**src/inc/ired_pkg.sv**
```systemverilog
// Shared constants of the infrared pulse encoder/decoder.
// Assumes one system clock; the baud-rate clock arrives as a one-cycle tick.
package ired_pkg;
    localparam int ADDR_W = 8;
    localparam int DATA_W = 8;
    localparam int FIFO_W = 1;
    localparam int FIFO_DEPTH = 2;

    // Register map
    localparam logic [7:0] INFRARED_CONTROL_OFFSET = 8'hBF;
    localparam logic [7:0] INFRARED_STATUS_OFFSET = 8'hBE;
    localparam logic [7:0] INFRARED_CONTROL_RESET = 8'h00;
    localparam logic [7:0] INFRARED_CONTROL_MASK = 8'h07;

    // Control fields
    localparam int ENDEC_ENABLE_BIT = 0;
    localparam int RX_DECODE_ENABLE_BIT = 1;
    localparam int LOOPBACK_BIT = 2;

    // Status fields
    localparam int STAT_TX_BUSY_BIT = 0;
    localparam int STAT_RX_LEVEL_BIT = 1;
    localparam int STAT_FIFO_FULL_BIT = 2;
    localparam int STAT_FIFO_EMPTY_BIT = 3;

    // Bit timing in baud-clock periods
    localparam logic [4:0] BIT_TICKS = 5'h10;
    localparam logic [4:0] LEAD_TICKS = 5'h07;
    localparam logic [4:0] PULSE_TICKS = 5'h03;
    localparam logic [4:0] TAIL_TICKS = 5'h06;

    typedef enum logic [1:0] {
        ENC_IDLE = 2'h0,
        ENC_LEAD = 2'h1,
        ENC_PULSE = 2'h3,
        ENC_TAIL = 2'h2
    } ired_enc_state_t;
endpackage

```
**src/rtl/ired_endec.sv**
```systemverilog
// Infrared pulse encoder/decoder between a UART and an optical transceiver.
// Assumes baud_tick is one clock wide per baud-rate clock period and that
// the UART offers its transmit bits as a valid/ready stream.
//
// Decided for this implementation: the address-and-strobe port.
`timescale 1ns/10ps
module ired_endec
    import ired_pkg::*;
(
    input wire logic clock,
    input wire logic rst_b,
    input wire logic baud_tick,
    input wire logic [ADDR_W-1:0] reg_addr,
    input wire logic [DATA_W-1:0] reg_wdata,
    input wire logic reg_write,
    input wire logic reg_read,
    output logic [DATA_W-1:0] reg_rdata,
    input wire logic uart_tx_valid,
    input wire logic uart_tx_bit,
    output logic uart_tx_ready,
    output logic uart_rxd,
    output logic optical_tx_out,
    input wire logic optical_rx_in
);
    logic [7:0] infrared_control;
    logic endec_enable;
    logic rx_decode_enable;
    logic loopback;
    logic rx_active;

    ired_enc_state_t state;
    ired_enc_state_t next_state;
    logic [3:0] pos;
    logic [3:0] next_pos;
    logic cur_bit;
    logic next_bit;
    logic pop;

    logic fifo_valid;
    logic fifo_bit;
    logic fifo_full;
    logic fifo_empty;

    logic dec_line;
    logic dec_bit;
    logic [1:0] high_ticks;

    function automatic logic at_pos(input logic [3:0] p, input logic [4:0] mark);
        at_pos = ({1'b0, p} == mark - 5'h01);
    endfunction

    assign endec_enable = infrared_control[ENDEC_ENABLE_BIT];
    assign rx_decode_enable = infrared_control[RX_DECODE_ENABLE_BIT];
    assign loopback = infrared_control[LOOPBACK_BIT];
    assign rx_active = endec_enable && rx_decode_enable;
    assign fifo_empty = !fifo_valid;

    // Control register
    always_ff @(posedge clock or negedge rst_b) begin
        if (!rst_b) begin
            infrared_control <= INFRARED_CONTROL_RESET;
        end else if (reg_write && reg_addr == INFRARED_CONTROL_OFFSET) begin
            // Reserved bits are dropped here, so they always read back zero
            infrared_control <= reg_wdata & INFRARED_CONTROL_MASK;
        end
    end

    // Read data stands only in the cycle after the strobe
    always_ff @(posedge clock or negedge rst_b) begin
        if (!rst_b) begin
            reg_rdata <= '0;
        end else if (reg_read && reg_addr == INFRARED_CONTROL_OFFSET) begin
            reg_rdata <= infrared_control;
        end else if (reg_read && reg_addr == INFRARED_STATUS_OFFSET) begin
            reg_rdata <= {4'h0, fifo_empty, fifo_full, uart_rxd, (state != ENC_IDLE)};
        end else begin
            reg_rdata <= '0;
        end
    end

    // Transmit bit buffer; a stalled encoder backs up into the UART
    ired_fifo2 u_tx_fifo (
        .clock(clock),
        .rst_b(rst_b),
        .in_valid(uart_tx_valid),
        .in_data(uart_tx_bit),
        .in_ready(uart_tx_ready),
        .out_valid(fifo_valid),
        .out_data(fifo_bit),
        .out_ready(pop),
        .full(fifo_full)
    );

    // Encoder sequencing; bits are taken back to back with no idle gap
    always_comb begin
        next_state = state;
        next_pos = pos;
        next_bit = cur_bit;
        pop = 1'b0;
        if (!endec_enable) begin
            next_state = ENC_IDLE;
            next_pos = 4'h0;
        end else if (baud_tick) begin
            case (state)
                ENC_IDLE: begin
                    if (fifo_valid) begin
                        pop = 1'b1;
                        next_bit = fifo_bit;
                        next_pos = 4'h0;
                        next_state = ENC_LEAD;
                    end
                end
                ENC_LEAD: begin
                    next_pos = pos + 4'h1;
                    if (at_pos(pos, LEAD_TICKS)) next_state = ENC_PULSE;
                end
                ENC_PULSE: begin
                    next_pos = pos + 4'h1;
                    if (at_pos(pos, LEAD_TICKS + PULSE_TICKS)) next_state = ENC_TAIL;
                end
                ENC_TAIL: begin
                    next_pos = pos + 4'h1;
                    if (at_pos(pos, LEAD_TICKS + PULSE_TICKS + TAIL_TICKS)) begin
                        // Sixteenth tick closes the bit
                        next_pos = 4'h0;
                        if (fifo_valid) begin
                            pop = 1'b1;
                            next_bit = fifo_bit;
                            next_state = ENC_LEAD;
                        end else begin
                            next_state = ENC_IDLE;
                        end
                    end
                end
                default: begin
                    next_state = ENC_IDLE;
                    next_pos = 4'h0;
                end
            endcase
        end
    end

    always_ff @(posedge clock or negedge rst_b) begin
        if (!rst_b) begin
            state <= ENC_IDLE;
            pos <= 4'h0;
            cur_bit <= 1'b1;
        end else begin
            state <= next_state;
            pos <= next_pos;
            cur_bit <= next_bit;
        end
    end

    // Only a zero raises the output, and only in the pulse slot
    always_ff @(posedge clock or negedge rst_b) begin
        if (!rst_b) begin
            optical_tx_out <= 1'b0;
        end else begin
            optical_tx_out <= endec_enable && (next_state == ENC_PULSE) && !next_bit;
        end
    end

    // Decoder input: inverted transmit in loopback, else the pin
    assign dec_line = loopback ? !optical_tx_out : optical_rx_in;

    ired_decoder u_decoder (
        .clock(clock),
        .rst_b(rst_b),
        .baud_tick(baud_tick),
        .clear(!rx_active),
        .line(dec_line),
        .bit_out(dec_bit)
    );

    // Transmit activity does not block decoding; the encoder enable and receive enable together gate it
    always_ff @(posedge clock or negedge rst_b) begin
        if (!rst_b) begin
            uart_rxd <= 1'b1;
        end else begin
            uart_rxd <= rx_active ? dec_bit : 1'b1;
        end
    end

    // Helper: ticks the output has been high
    always_ff @(posedge clock or negedge rst_b) begin
        if (!rst_b) begin
            high_ticks <= 2'h0;
        end else if (!optical_tx_out) begin
            high_ticks <= 2'h0;
        end else if (baud_tick && high_ticks != 2'h3) begin
            high_ticks <= high_ticks + 2'h1;
        end
    end

    property p_one_low;
        @(posedge clock) disable iff (!rst_b)
        (state != ENC_IDLE && cur_bit) |-> !optical_tx_out;
    endproperty
    a_one_low: assert property (p_one_low)
        else $error("one bit produced a pulse");

    property p_pulse_start;
        @(posedge clock) disable iff (!rst_b)
        $rose(optical_tx_out) |-> (pos == 4'h7 && !cur_bit && state == ENC_PULSE);
    endproperty
    a_pulse_start: assert property (p_pulse_start)
        else $error("pulse did not start after seven low ticks");

    property p_pulse_width;
        @(posedge clock) disable iff (!rst_b)
        ($fell(optical_tx_out) && $past(endec_enable)) |-> high_ticks == 2'h3 &&
            $past(high_ticks) == 2'h2 && pos == 4'hA;
    endproperty
    a_pulse_width: assert property (p_pulse_width)
        else $error("pulse not three ticks wide");

    property p_bit_wrap;
        @(posedge clock) disable iff (!rst_b)
        (baud_tick && endec_enable && state == ENC_TAIL && pos == 4'hF) |=>
            (pos == 4'h0 && (state == ENC_LEAD || state == ENC_IDLE));
    endproperty
    a_bit_wrap: assert property (p_bit_wrap)
        else $error("bit period not sixteen ticks");

    property p_disabled_quiet;
        @(posedge clock) disable iff (!rst_b)
        !endec_enable |=> (!optical_tx_out && uart_rxd && state == ENC_IDLE);
    endproperty
    a_disabled_quiet: assert property (p_disabled_quiet)
        else $error("disabled block not idle");

    property p_rx_ignored;
        @(posedge clock) disable iff (!rst_b)
        (endec_enable && !rx_decode_enable) |=> uart_rxd;
    endproperty
    a_rx_ignored: assert property (p_rx_ignored)
        else $error("receive data passed while disabled");

    property p_rx_passed;
        @(posedge clock) disable iff (!rst_b)
        rx_active |=> (uart_rxd == $past(dec_bit));
    endproperty
    a_rx_passed: assert property (p_rx_passed)
        else $error("decoded data not passed to UART");

    property p_enable_bit;
        @(posedge clock) disable iff (!rst_b)
        (reg_write && reg_addr == INFRARED_CONTROL_OFFSET) |=>
            (endec_enable == $past(reg_wdata[0]) && infrared_control[7:3] == 5'h00);
    endproperty
    a_enable_bit: assert property (p_enable_bit)
        else $error("control write not taken");

    property p_reserved_read;
        @(posedge clock) disable iff (!rst_b)
        (reg_read && reg_addr == INFRARED_CONTROL_OFFSET) |=> reg_rdata[7:3] == 5'h00;
    endproperty
    a_reserved_read: assert property (p_reserved_read)
        else $error("reserved bits read nonzero");

    property p_loop_source;
        @(posedge clock) disable iff (!rst_b)
        (rx_active && loopback && optical_tx_out) |-> !dec_line;
    endproperty
    a_loop_source: assert property (p_loop_source)
        else $error("loopback not inverted");

    c_zero_sent: cover property (@(posedge clock) disable iff (!rst_b) $fell(optical_tx_out));
    c_zero_decoded: cover property (@(posedge clock) disable iff (!rst_b) $fell(uart_rxd));
    c_fifo_full: cover property (@(posedge clock) disable iff (!rst_b) fifo_full && !pop);
    c_loop_zero: cover property (@(posedge clock) disable iff (!rst_b)
        loopback && rx_active && $fell(uart_rxd));
endmodule

```
**src/rtl/ired_fifo2.sv**
```systemverilog
// Two-entry buffer with valid/ready on both sides.
// Assumes a single clock; the drain side may stall for any time.
`timescale 1ns/10ps
module ired_fifo2
    import ired_pkg::*;
(
    input wire logic clock,
    input wire logic rst_b,
    input wire logic in_valid,
    input wire logic [FIFO_W-1:0] in_data,
    output logic in_ready,
    output logic out_valid,
    output logic [FIFO_W-1:0] out_data,
    input wire logic out_ready,
    output logic full
);
    logic [FIFO_W-1:0] slot [FIFO_DEPTH];
    logic rd_idx;
    logic wr_idx;
    logic [1:0] count;
    logic push;
    logic pop;

    assign in_ready = (count != 2'h2);
    assign out_valid = (count != 2'h0);
    assign full = (count == 2'h2);
    assign out_data = slot[rd_idx];
    assign push = in_valid && in_ready;
    assign pop = out_valid && out_ready;

    always_ff @(posedge clock or negedge rst_b) begin
        if (!rst_b) begin
            slot[0] <= '0;
            slot[1] <= '0;
        end else if (push) begin
            slot[wr_idx] <= in_data;
        end
    end

    always_ff @(posedge clock or negedge rst_b) begin
        if (!rst_b) begin
            wr_idx <= 1'b0;
            rd_idx <= 1'b0;
            count <= 2'h0;
        end else begin
            if (push) wr_idx <= ~wr_idx;
            if (pop) rd_idx <= ~rd_idx;
            count <= count + {1'b0, push} - {1'b0, pop};
        end
    end

    // A third entry would mean a bit lost or sent twice
    property p_no_overflow;
        @(posedge clock) disable iff (!rst_b)
        count != 2'h3;
    endproperty
    a_no_overflow: assert property (p_no_overflow)
        else $error("buffer count out of range");
endmodule

```
**src/rtl/ired_decoder.sv**
```systemverilog
// Pulse decoder: a falling edge on the sampled line yields a 16-tick zero.
// Assumes the line is already selected and synchronous to the clock.
`timescale 1ns/10ps
module ired_decoder
    import ired_pkg::*;
(
    input wire logic clock,
    input wire logic rst_b,
    input wire logic baud_tick,
    input wire logic clear,
    input wire logic line,
    output logic bit_out
);
    logic sample_prev;
    logic [4:0] hold;
    logic fall;
    logic [7:0] low_ticks;

    // Sampled only on ticks, so the first bit's start may jitter by one tick
    assign fall = baud_tick && sample_prev && !line;

    always_ff @(posedge clock or negedge rst_b) begin
        if (!rst_b) begin
            sample_prev <= 1'b1;
        end else if (clear) begin
            sample_prev <= 1'b1;
        end else if (baud_tick) begin
            sample_prev <= line;
        end
    end

    always_ff @(posedge clock or negedge rst_b) begin
        if (!rst_b) begin
            hold <= 5'h00;
            bit_out <= 1'b1;
        end else if (clear) begin
            hold <= 5'h00;
            bit_out <= 1'b1;
        end else if (fall) begin
            hold <= BIT_TICKS;
            bit_out <= 1'b0;
        end else if (baud_tick && hold != 5'h00) begin
            hold <= hold - 5'h01;
            if (hold == 5'h01) bit_out <= 1'b1;
        end
    end

    // Helper: ticks spent low
    always_ff @(posedge clock or negedge rst_b) begin
        if (!rst_b) begin
            low_ticks <= 8'h00;
        end else if (bit_out) begin
            low_ticks <= 8'h00;
        end else if (baud_tick) begin
            low_ticks <= low_ticks + 8'h01;
        end
    end

    property p_zero_width;
        @(posedge clock) disable iff (!rst_b)
        ($rose(bit_out) && !$past(clear)) |-> (low_ticks[3:0] == 4'h0 && low_ticks != 8'h00);
    endproperty
    a_zero_width: assert property (p_zero_width)
        else $error("decoded zero not a multiple of sixteen ticks");

    property p_one_holds;
        @(posedge clock) disable iff (!rst_b)
        (bit_out && !fall) |=> bit_out;
    endproperty
    a_one_holds: assert property (p_one_holds)
        else $error("decoded one dropped without a pulse");
endmodule

```
**config.mk**
```make
export PLATFORM = sky130hd
export DESIGN_NAME = ired_endec
export DESIGN_NICKNAME = d
export VERILOG_FILES = /design/src/inc/ired_pkg.sv /design/src/rtl/ired_endec.sv /design/src/rtl/ired_fifo2.sv /design/src/rtl/ired_decoder.sv
export SDC_FILE = /design/constraint.sdc
export NUM_CORES = 1
export LEC_CHECK = 0
export BUFFER_PORTS_ARGS = -buffer_cell sky130_fd_sc_hd__buf_4
export CAP_MARGIN = 30
export CORE_AREA = 2 2 61 63
export DETAILED_ROUTE_END_ITERATION = 16
export DIE_AREA = 0 0 63 65
export PLACE_DENSITY = 0.75
export SYNTH_ARGS = -nofsm -noshare
export SYNTH_HDL_FRONTEND = slang
export SYNTH_SLANG_ARGS = --single-unit
```
**constraint.sdc**
```tcl
create_clock -name clock -period 2.3 [get_ports clock]
set_input_delay 0.46 -clock clock [delete_from_list [all_inputs] [get_ports clock]]
set_output_delay 0.46 -clock clock [all_outputs]
set_load 0.01 [all_outputs]
```
==> impl_results.md <==
* Sequential share of power at 0.516
* WL met3 at 116 µm
* DRT Wirelength at 2920 µm
* Clock power share at 0.282
* Post-layout min period at 2.04 ns
* CP Capture Type: flip-flop
* # Post-CTS Setup Buffers at 0
* Critical path required time at 2.55 ns
* Initial Util at 0.431
* CTS Hold Buffers Added at 0
* Worst-path maximum fanout at 6
* Die Y-Extent at 65 µm
* Top cell type by total area after synthesis: dfrtp_1
* Switching share of power at 0.284
* Clock sinks at 29
* Comb power frac at 0.202
* Global-route wire length before repair at 5090 µm
* Mux share of post-synthesis cell area at 0.0689
* Crit path kind: flip-flop to flip-flop
* Compound-Gate Fraction of Synth Area at 0.0946
* # IOs at 35
* Synth top area share at 0.415
* FF+latch count, synth at 29
* Setup TNS at 0 ns
* Post-synth top cells: 25 x dfrtp_1, 16 x nor2_1, 9 x a21oi_1, 9 x inv_1, 8 x nand3_1
* Power Dens Cells at 690 nW/µm²
* Pre-CTS setup slack at 0.268 ns
* TritonCTS clock tree: yes
* Gate Count Post-Synth at 140
* Fraction of registers with async set/reset at 1.00
* Clock Latency Late Sink at 0.32 ns
* Worst Skew at 0.00573 ns
* Final setup viols at 0
* Tot GR Track Use at 0.162
* Final hold viol count at 0
* Seq/Total Area, Yosys at 0.485
* Met1 wire length at 1160 µm
* DRT antenna net count at 0
* Status: finished clean
* Most common cell in the netlist: dfrtp_1
* Initial antenna violation count at 0
* WL met2 at 1590 µm
* Nets at 201
* Drt drc at 0
* Post-synth EDFFs at 0
* Top_reg_cell synth: dfrtp_1
* HP Class: primary input to asynchronous set/reset pin
* Fin. max-slew vios at 0
* Hpwl dp at 2240 µm
* Post_cts resized at 0
* Leak pwr at 0.860 nW
* CTS Buf Count at 5
* Syn Area/Cell at 10.8 µm²
* Die X at 63 µm
* Count of cell types in the netlist at 41
* Core ar. at 3500 µm²
* Worst EP arrival at 2.29 ns
* Yosys warns at 0
* Simple-gate portion of the synthesized area at 0.198
* Clock transition at path regs at 0.09 ns
* # diodes at 0
* Layout cell share with drive strength beyond 1 at 0.322
* Routed vias/inst at 5.08
* Number of global-route vias before repair at 1188
* Layout area overhead at 19.3%
* VDD IR max at 0.398 mV
* DRT iter0 DRCs at 59
* Synth area leaders: dfrtp_1 41%, dfstp_2 7.0%, ha_1 5.8%
* DIE AREA at 4100 µm²
* TritonRoute pass-1 iters at 4
* Utilization after layout at 0.515
* Fillers at 341
* # Max-Cap Violations at 0
* Input/output buffers at 25
* H-tree depth at 2
* Final worst slack at 0.262 ns
* CTS Root Cell: clkbuf_4
* Clk buf depth at 2
* Startpoint Class: flip-flop
* Vias at 1113
* Global route total overflow at 0
* Largest net degree at the start of global routing at 30
* Post-synthesis adder-cell area fraction at 0.0581
* Power Internal at 0.889 mW
* Largest family of logic cells by synthesized area: simple AND/OR/NAND/NOR gates
* Mapped Area at 1510 µm²
* Routed len/inst at 13.3 µm
* Top sig layer: met4
* Fmax at 491 MHz
* Total power at 1.24 mW
* RSZ-0062 raised after global routing: false
* Final clock period utilization by the worst path at 0.886
* Gp weighted congestion at 0.800
* Synth Area in XOR/XNOR at 0.0407
* Net Sw Power at 0.353 mW
* Cell Rows at 22
layout make-up:
type                       count  area (µm²)  share of cell area
clock buffer                   7        65.1              0.0362
clock inverter                 1        5.00             0.00278
inverter                       9        33.8              0.0188
multi-input combinational     99         709               0.394
sequential                    29         731               0.406
tap                           48        60.1              0.0334
timing repair buffer          26         195               0.108
layer usage:
metal / up-vias / GRT usage
met5: - / 0
met4: 0 / 0.0806
met3: 7 / 0.0486
met2: 33 / 0.293
met1: 537 / 0.171
li1: 536 / -
power groups by stage:
stage / Clock (mW) / Sequential, mW / Combinational [mW]
3_3_place_gp: 0 / 0.645 / 0.246
5_1_grt: 0.390 / 0.651 / 0.285
4_1_cts: 0.359 / 0.641 / 0.256
2_1_floorplan: 0 / 0.631 / 0.186
3_5_place_dp: 0 / 0.651 / 0.254
6_report: 0.351 / 0.641 / 0.251
critical path, cell delays in order, from the launching register on:
cell,delay (ns)
dfrtp_1,0.43
ha_1,0.27
nand4b_4,0.17
a211oi_4,0.34
ha_1,0.28
inv_1,0.06
ha_1,0.14
xnor2_1,0.15
xnor2_1,0.14
through the flow:
stage,std cells,hold slack [ns],cell area (µm²)
global route,219,0.0543,1800
global placement,211,0.393,1730
floorplan,143,0.164,1520
CTS,219,0.0448,1800
finish,219,0.0422,1800
detailed placement,211,0.401,1730
logic make-up (layout without fill, tap and decap cells):
group / count (synthesis) / count (layout)
muxes: 9 / 9
AOI/OAI and AO/OA: 20 / 20
and+or+nand+nor: 52 / 52
adders and majority gates: 7 / 7
buffers and inverters: 15 / 43
DFF: 29 / 29
xor gates and xnor gates: 7 / 7
other: 1 / 4
path summary, 6_finish.rpt:
check                                             start                      endpoint  slack, ns  cells past startpoint
min in group clock                          reg_addr[0]        reg_rdata[3]$_DFF_PN0_       0.35                      2
hold / removal                                    rst_b            state[0]$_DFF_PN0_       0.04                      1
max in group asynchronous                         rst_b             cur_bit$_DFF_PN1_       1.95                      1
hold reg to reg            u_tx_fifo.rd_idx$_DFFE_PN0P_  u_tx_fifo.rd_idx$_DFFE_PN0P_       0.50                      1
setup / recovery                     pos[0]$_DFFE_PN0P_  u_tx_fifo.count[1]$_DFF_PN0_       0.26                      8
setup reg to reg                     pos[0]$_DFFE_PN0P_  u_tx_fifo.count[1]$_DFF_PN0_       0.26                      8
placed cells by master (no fill, tap or decap), types with 2 or more instances in the layout:
| cell | synthesis | final |
|---|---|---|
| o21ai_0 | 4 | 4 |
| buf_4 | 4 | 26 |
| dfstp_2 | 4 | 4 |
| ha_1 | 7 | 7 |
| xor2_1 | 3 | 3 |
| dfrtp_1 | 25 | 25 |
| clkbuf_8 | 0 | 2 |
| and2_1 | 2 | 2 |
| nand4_1 | 3 | 3 |
| xnor2_1 | 4 | 4 |
| conb_1 | 1 | 4 |
| mux2_2 | 7 | 7 |
| nand2_1 | 7 | 7 |
| nand3_1 | 8 | 8 |
| nor2_1 | 16 | 16 |
| a21oi_1 | 9 | 9 |
| inv_1 | 9 | 9 |
| clkbuf_4 | 0 | 5 |
| nand2b_1 | 3 | 3 |
registers in the layout (all words and copies together), names as in the netlist, 2 cells and up:
| signal | cells |
|---|---|
| infrared_control | 3 |
| pos | 4 |
| reg_rdata | 4 |
| state | 2 |
| u_decoder.hold | 5 |
| u_tx_fifo.count | 2 |
| u_tx_fifo.slot | 2 |
Note: power is estimated with default switching activity, not from simulation.
